**src/logic/sram_host_map.svh**
```systemverilog
// Timing constants and sizes for the static RAM host controller
`ifndef SRAM_HOST_MAP_SVH
`define SRAM_HOST_MAP_SVH

`define CLK_PERIOD_NS 20
`define ADDR_WIDTH 16
`define WORD_COUNT 65536
// Address setup to write start, least time
`define T_ADDR_SETUP_NS 5
// Write pulse width and data setup to end of write, least times
`define T_WRITE_PULSE_NS 55
`define T_DATA_SETUP_NS 30
// Address access time, longest; the host waits at least this long
`define T_ACCESS_NS 70
// Chip-enable high to output high-Z, longest; the host idles this long
`define T_DESELECT_NS 45
`define CYC_ADDR_SETUP \
  ((`T_ADDR_SETUP_NS + `CLK_PERIOD_NS - 1) / `CLK_PERIOD_NS)
`define CYC_WRITE_PULSE \
  ((`T_WRITE_PULSE_NS + `CLK_PERIOD_NS - 1) / `CLK_PERIOD_NS)
`define CYC_ACCESS ((`T_ACCESS_NS + `CLK_PERIOD_NS - 1) / `CLK_PERIOD_NS)
`define CYC_DESELECT \
  ((`T_DESELECT_NS + `CLK_PERIOD_NS - 1) / `CLK_PERIOD_NS)
`define CNT_WIDTH 3

`endif

```
**src/logic/sram_host_pkg.sv**
```systemverilog
// Types for the static RAM host controller
package sram_host_pkg;
  typedef enum logic [4:0] {
    IDLE = 5'h01,
    SETUP = 5'h02,
    STROBE = 5'h04,
    READ = 5'h08,
    RECOVER = 5'h10
  } state_t;
endpackage

```
**src/logic/sram_host.sv**
```systemverilog
// Host controller that reads and writes an asynchronous 64K x 1 static RAM
`include "sram_host_map.svh"

// What this block does
// - Write starts at the later falling edge of select and strobe.
// - Write ends at the earlier rising edge of select and strobe.
// - Write data held valid before and through the write's end.
// - Address held stable from setup before write until its end.
// - Cycle timing counts from last address valid to next change.
module sram_host (
  // Clock and reset
  input wire logic clock,
  input wire logic nrst,
  // Request side
  input wire logic reqValid,
  output logic reqReady,
  input wire logic reqWrite,
  input wire logic [`ADDR_WIDTH-1:0] reqAddr,
  input wire logic reqData,
  output logic rdValid,
  output logic rdData,
  // Memory pins
  output logic [`ADDR_WIDTH-1:0] memAddr,
  output logic memCsN,
  output logic memStrobeN,
  output logic memInBit,
  input wire logic memOutBit
);
  typedef struct packed {
    sram_host_pkg::state_t state;
    logic [`CNT_WIDTH-1:0] count;
    logic write;
    logic [`ADDR_WIDTH-1:0] addr;
    logic data;
    logic csN;
    logic strobeN;
    logic rdValid;
    logic rdData;
  } host_t;

  logic [1:0] rstSync;
  logic rstN;
  logic outLevel;
  host_t h_reg;
  host_t h_next;

  localparam logic [`CNT_WIDTH-1:0] SETUP_CYC = `CNT_WIDTH'(`CYC_ADDR_SETUP);
  localparam logic [`CNT_WIDTH-1:0] PULSE_CYC = `CNT_WIDTH'(`CYC_WRITE_PULSE);
  localparam logic [`CNT_WIDTH-1:0] ACC_CYC = `CNT_WIDTH'(`CYC_ACCESS);
  localparam logic [`CNT_WIDTH-1:0] DESEL_CYC = `CNT_WIDTH'(`CYC_DESELECT);

  always_ff @(posedge clock or negedge nrst) begin
    if (!nrst) begin
      rstSync <= 2'h0;
    end else begin
      rstSync <= {rstSync[0], 1'b1};
    end
  end
  assign rstN = rstSync[1];

  sync_in outSync (
    .clock(clock),
    .rstN(rstN),
    .pin(memOutBit),
    .level(outLevel)
  );

  always_comb begin
    h_next = h_reg;
    h_next.rdValid = 1'b0;
    unique case (h_reg.state)
      sram_host_pkg::IDLE: begin
        if (reqValid) begin
          // Address and data latched here stay fixed for the whole cycle
          h_next.addr = reqAddr;
          h_next.data = reqData;
          h_next.write = reqWrite;
          // Strobe stays high until select is settled low
          h_next.csN = 1'b0;
          h_next.strobeN = 1'b1;
          h_next.count = SETUP_CYC;
          h_next.state = sram_host_pkg::SETUP;
        end
      end
      sram_host_pkg::SETUP: begin
        if (h_reg.count > `CNT_WIDTH'(1)) begin
          h_next.count = h_reg.count - `CNT_WIDTH'(1);
        end else if (h_reg.write) begin
          // Strobe falls last, so the write starts on it
          h_next.strobeN = 1'b0;
          h_next.count = PULSE_CYC;
          h_next.state = sram_host_pkg::STROBE;
        end else begin
          // Full access time also covers the old-data hold window
          h_next.count = ACC_CYC;
          h_next.state = sram_host_pkg::READ;
        end
      end
      sram_host_pkg::STROBE: begin
        if (h_reg.count > `CNT_WIDTH'(1)) begin
          h_next.count = h_reg.count - `CNT_WIDTH'(1);
        end else begin
          // Strobe rises first and ends the write; select rises after
          h_next.strobeN = 1'b1;
          h_next.count = DESEL_CYC;
          h_next.state = sram_host_pkg::RECOVER;
        end
      end
      sram_host_pkg::READ: begin
        if (h_reg.count > `CNT_WIDTH'(1)) begin
          h_next.count = h_reg.count - `CNT_WIDTH'(1);
        end else begin
          h_next.rdData = outLevel;
          h_next.rdValid = 1'b1;
          h_next.csN = 1'b1;
          h_next.count = DESEL_CYC;
          h_next.state = sram_host_pkg::RECOVER;
        end
      end
      sram_host_pkg::RECOVER: begin
        // Address and data held for the three cycles past the ending edge
        h_next.csN = 1'b1;
        if (h_reg.count > `CNT_WIDTH'(1)) begin
          h_next.count = h_reg.count - `CNT_WIDTH'(1);
        end else begin
          h_next.state = sram_host_pkg::IDLE;
        end
      end
      default: begin
        h_next.state = sram_host_pkg::IDLE;
        h_next.csN = 1'b1;
        h_next.strobeN = 1'b1;
      end
    endcase
  end

  always_ff @(posedge clock or negedge rstN) begin
    if (!rstN) begin
      h_reg <= '{state: sram_host_pkg::IDLE, count: '0, write: 1'b0,
                 addr: '0, data: 1'b0, csN: 1'b1, strobeN: 1'b1,
                 rdValid: 1'b0, rdData: 1'b0};
    end else begin
      h_reg <= h_next;
    end
  end

  assign reqReady = (h_reg.state == sram_host_pkg::IDLE);
  assign rdValid = h_reg.rdValid;
  assign rdData = h_reg.rdData;
  assign memAddr = h_reg.addr;
  assign memCsN = h_reg.csN;
  assign memStrobeN = h_reg.strobeN;
  assign memInBit = h_reg.data;
endmodule

```
**src/logic/sync_in.sv**
```systemverilog
// Three-stage synchroniser for the read data pin
module sync_in (
  // Clock and reset
  input wire logic clock,
  input wire logic rstN,
  // Pin and result
  input wire logic pin,
  output logic level
);
  typedef struct packed {
    logic [2:0] stage;
    logic level;
  } sync_t;
  sync_t s_reg;
  sync_t s_next;

  always_comb begin
    s_next = s_reg;
    s_next.stage = {s_reg.stage[1:0], pin};
    // A change counts only once the last two stages agree
    if (s_reg.stage[2] == s_reg.stage[1]) begin
      s_next.level = s_reg.stage[2];
    end
  end

  always_ff @(posedge clock or negedge rstN) begin
    if (!rstN) begin
      s_reg <= '0;
    end else begin
      s_reg <= s_next;
    end
  end

  assign level = s_reg.level;
endmodule

```
**config.mk**
```make
export PLATFORM = sky130hd
export DESIGN_NAME = sram_host
export DESIGN_NICKNAME = d
export VERILOG_FILES = /design/src/logic/sram_host_pkg.sv /design/src/logic/sram_host.sv /design/src/logic/sync_in.sv
export VERILOG_INCLUDE_DIRS = /design/src /design/src/logic
export SDC_FILE = /design/constraint.sdc
export NUM_CORES = 1
export LEC_CHECK = 0
export ABC_AREA = 1
export BUFFER_PORTS_ARGS = -buffer_cell sky130_fd_sc_hd__clkbuf_2
export CORE_MARGIN = 2
export CORE_UTILIZATION = 35
export CTS_CLUSTER_DIAMETER = 60
export DETAILED_ROUTE_END_ITERATION = 16
export GPL_TIMING_DRIVEN = 1
export PLACE_DENSITY = 0.67
export SLEW_MARGIN = 0
export SYNTH_ARGS = -nofsm -noshare
export SYNTH_HDL_FRONTEND = slang
export SYNTH_HIERARCHICAL = 1
export SYNTH_SLANG_ARGS = --single-unit
```
**constraint.sdc**
```tcl
create_clock -name clock -period 1.9 [get_ports clock]
set_input_delay 0.19 -clock clock [delete_from_list [all_inputs] [get_ports clock]]
set_output_delay 0.19 -clock clock [all_outputs]
set_load 0.02 [all_outputs]
```
==> flow_summary_export.csv <==
group,metric,value,unit
synthesis,synth_most_common_cell,"nand2_1",
cells_and_area,drive_above_1_share,0.259,
grt,grt_pass1_wl,5740,um
worst_setup_path,crit_top_cell,"inv_1",
power,powerDensity,1720,mW/mm2
cells_and_area,area_growth,16.4,%
placed_design,hpwl,2520,um
min_path,hold_path.startpoint,"reqAddr[0]",
synthesis,synthCells,209,
cts,cts_tree,"done",
min_path,hp-class,"input port to flop",
routing,drc,0,
synthesis,synthArstFlopShare,1.00,
placed_design,io_buffer_count,43,
timing,tns,0,ps
timing,fmax,0.605,GHz
worst_setup_path,worstPathRequired,2070,ps
synthesis,synth_edf_count,0,
worst_setup_path,crit_chain,"inv_1 -> ha_1 -> inv_1 -> o21ai_1 -> nand2_1 -> nor2_1 -> mux2_2",
worst_setup_path,worstReg2RegStart,"h_reg[23]",
worst_setup_path,critical-path-max-stage-delay,410,ps
timing,finalCritPeriodShare,0.870,
cells_and_area,fillers,502,
cells_and_area,n_antenna_cell,0,
synthesis,syn-num-nets,233,
synthesis,synth_area,0.00173,mm2
run_status,status,"finished clean",
grt,grt_util_all_layers,0.136,
timing,drv_slew,0,
synthesis,synth-warning-count,6,
floorplan,start_util,0.363,
timing,setup_ws,246,ps
synthesis,ys_seq_area_frac,0.524,
cts,htreeDepth,2,
timing,rsz0062_at_grt,"no",
floorplan,io_pins,44,
routing,drt-wirelength-per-cell,10.6,um
worst_setup_path,r2r_end,"rdData",
routing,first_iter_violations,96,
routing,viasPerCell,4.43,
run,cap_violations,0,
synthesis,ys.flop_type,"dfrtp_1",
floorplan,die_x,74.3,um
grt,grt_pass1_vias,1315,
worst_setup_path,crit_fanout,9,
synthesis,ys_types,23,
worst_setup_path,cp-end-kind,"flop",
cts,clk_path_buf_depth,2,
placed_design,routabilityCongestion,0.910,
routing,num_vias,1391,
worst_setup_path,critical_path_class,"flop to flop",
timing,period_needed,1650,ps
synthesis,synth_area_per_cell,8.27,um2
cts,clk_pin_slew,70,ps
cts,worst_skew_pair.late_latency,290,ps
min_path,hold_end,"memAddr[0]",
placed_design,pre_cts_slack,253,ps
worst_setup_path,crit_buf_inv,2,
power,leakage,0.00112,uW
synthesis,netlist.area_leader.share,0.478,
worst_setup_path,rr_worst_depth,7,
timing,fin_worst_skew,3.44,ps
grt,grt_overflow,0,
synthesis,synth_top_area_cell,"dfrtp_1",
floorplan,rows,25,
cells_and_area,final_nets,270,
grt,grt_max_degree,20,
timing,setup_violations,0,
min_path,holdPathStages,3,
floorplan,die_h,74.3,um
cells_and_area,seq_area,905,um2
routing,antenna_left,0,
worst_setup_path,regToRegSetupSlack,250,ps
routing,drtPass1Iterations,4,
worst_setup_path,crit_path_start_kind,"flop",
cts,cts_buffers,5,
floorplan,die-area,0.00551,mm2
cts,root_buffer,"clkbuf_8",
cells_and_area,multiInputGateArea,608,um2
synthesis,synth_common_cells,"nand2_1 (83), dfrtp_1 (33), inv_1 (17), buf_4 (16), nand3_1 (14)",
routing,wl,3340,um
worst_setup_path,worst-endpoint-arrival,1830,ps
floorplan,design.core.area,0.00475,mm2
timing,hold_viol,0,
cts,clkSinkCount,36,
power,max-vdd-ir-drop,0.832,mV
worst_setup_path,path_delay_family,"flip-flops",
cells_and_area,largest_reg_flops,16,
synthesis,synth.area.top_cells,"dfrtp_1 (48%), nand2_1 (18%), buf_4 (7.0%)",
worst_setup_path,crit_path_top_delay_cell,"dfrtp_1",
synthesis,ys_ff_latch,36,
grt,antenna_found_initial,0,
stage by stage:
step | cell area [um2] | hold WS, ps | cells | power [uW] | utilization
2_1_floorplan | 1730 | -106 | 209 | 2710 | -
3_3_place_gp | 1910 | -23.1 | 304 | 2930 | 0.402
3_5_place_dp | 1910 | -21.6 | 304 | 2970 | 0.402
4_1_cts | 2010 | 97.4 | 314 | 3500 | 0.423
5_1_grt | 2010 | 94.3 | 314 | 3810 | 0.423
6_report | 2010 | 100 | 314 | 3460 | 0.423
tightest hold or removal path, stage by stage:
cell and delay, ps:
clkbuf_2 70, nand2_1 40, nand2_1 50
what timing repair did:
action / in CTS / in global routing
hold endpoints to repair: 3 / 0
gates resized for setup: 0 / 0
hold buffers: 2 / 0
buffers inserted: 0 / 0
area by class of cell:
class	instances	area share
Clock buffer	7	0.0380
Inverter	18	0.0336
Sequential cell	36	0.450
Timing Repair Buffer	49	0.132
Tap cell	67	0.0417
Clock inverter	1	0.00249
Multi-Input combinational cell	136	0.302
power breakdown:
group	leakage (uW)	internal [uW]	switching, uW	total [uW]
sequential	0.000445	1090	190	1280
combinational	0.000633	545	1120	1660
clock	0.0000422	257	260	517
cell usage in the layout (no fill, tap or decap), drive strengths merged, types with 2 or more instances in the layout:
cell type,n
o21ai,12
clkbuf,50
nand2,83
dfstp,3
buf,4
dlygate4sd3,2
inv,18
dfrtp,33
a21oi,3
nor2,13
nand3,15
ha,2
nand4,2
worst max-delay path by stage:
| stage | from | to | cells after the start |
|---|---|---|---|
| floorplan | h_reg[23] | rdData | 7 |
| global route | h_reg[23] | h_reg[23] | 9 |
| CTS | h_reg[23] | rdData | 7 |
| detailed placement | h_reg[23] | rdData | 7 |
| finish | h_reg[23] | rdData | 7 |
| global placement | h_reg[23] | rdData | 7 |
metal layers:
layer	part of all wire	global-route usage
met1	0.46	0.175
met2	0.48	0.213
met3	0.053	0.0474
met4	0.012	0.0476
met5	0	0
cells by family (layout without fill, tap and decap cells):
group | Yosys count | in the layout | share of synthesized area
AOI/OAI and AO/OA | 15 | 15 | 0.0434
xor gates and xnor gates | 1 | 1 | 0.00507
adders and majority gates | 2 | 2 | 0.0145
buffers and inverters | 37 | 75 | 0.125
DFF | 36 | 36 | 0.524
muxes | 1 | 1 | 0.00652
other | 1 | 1 | 0.00217
and+or+nand+nor | 116 | 116 | 0.280
Note: power is estimated with default switching activity, not from simulation.
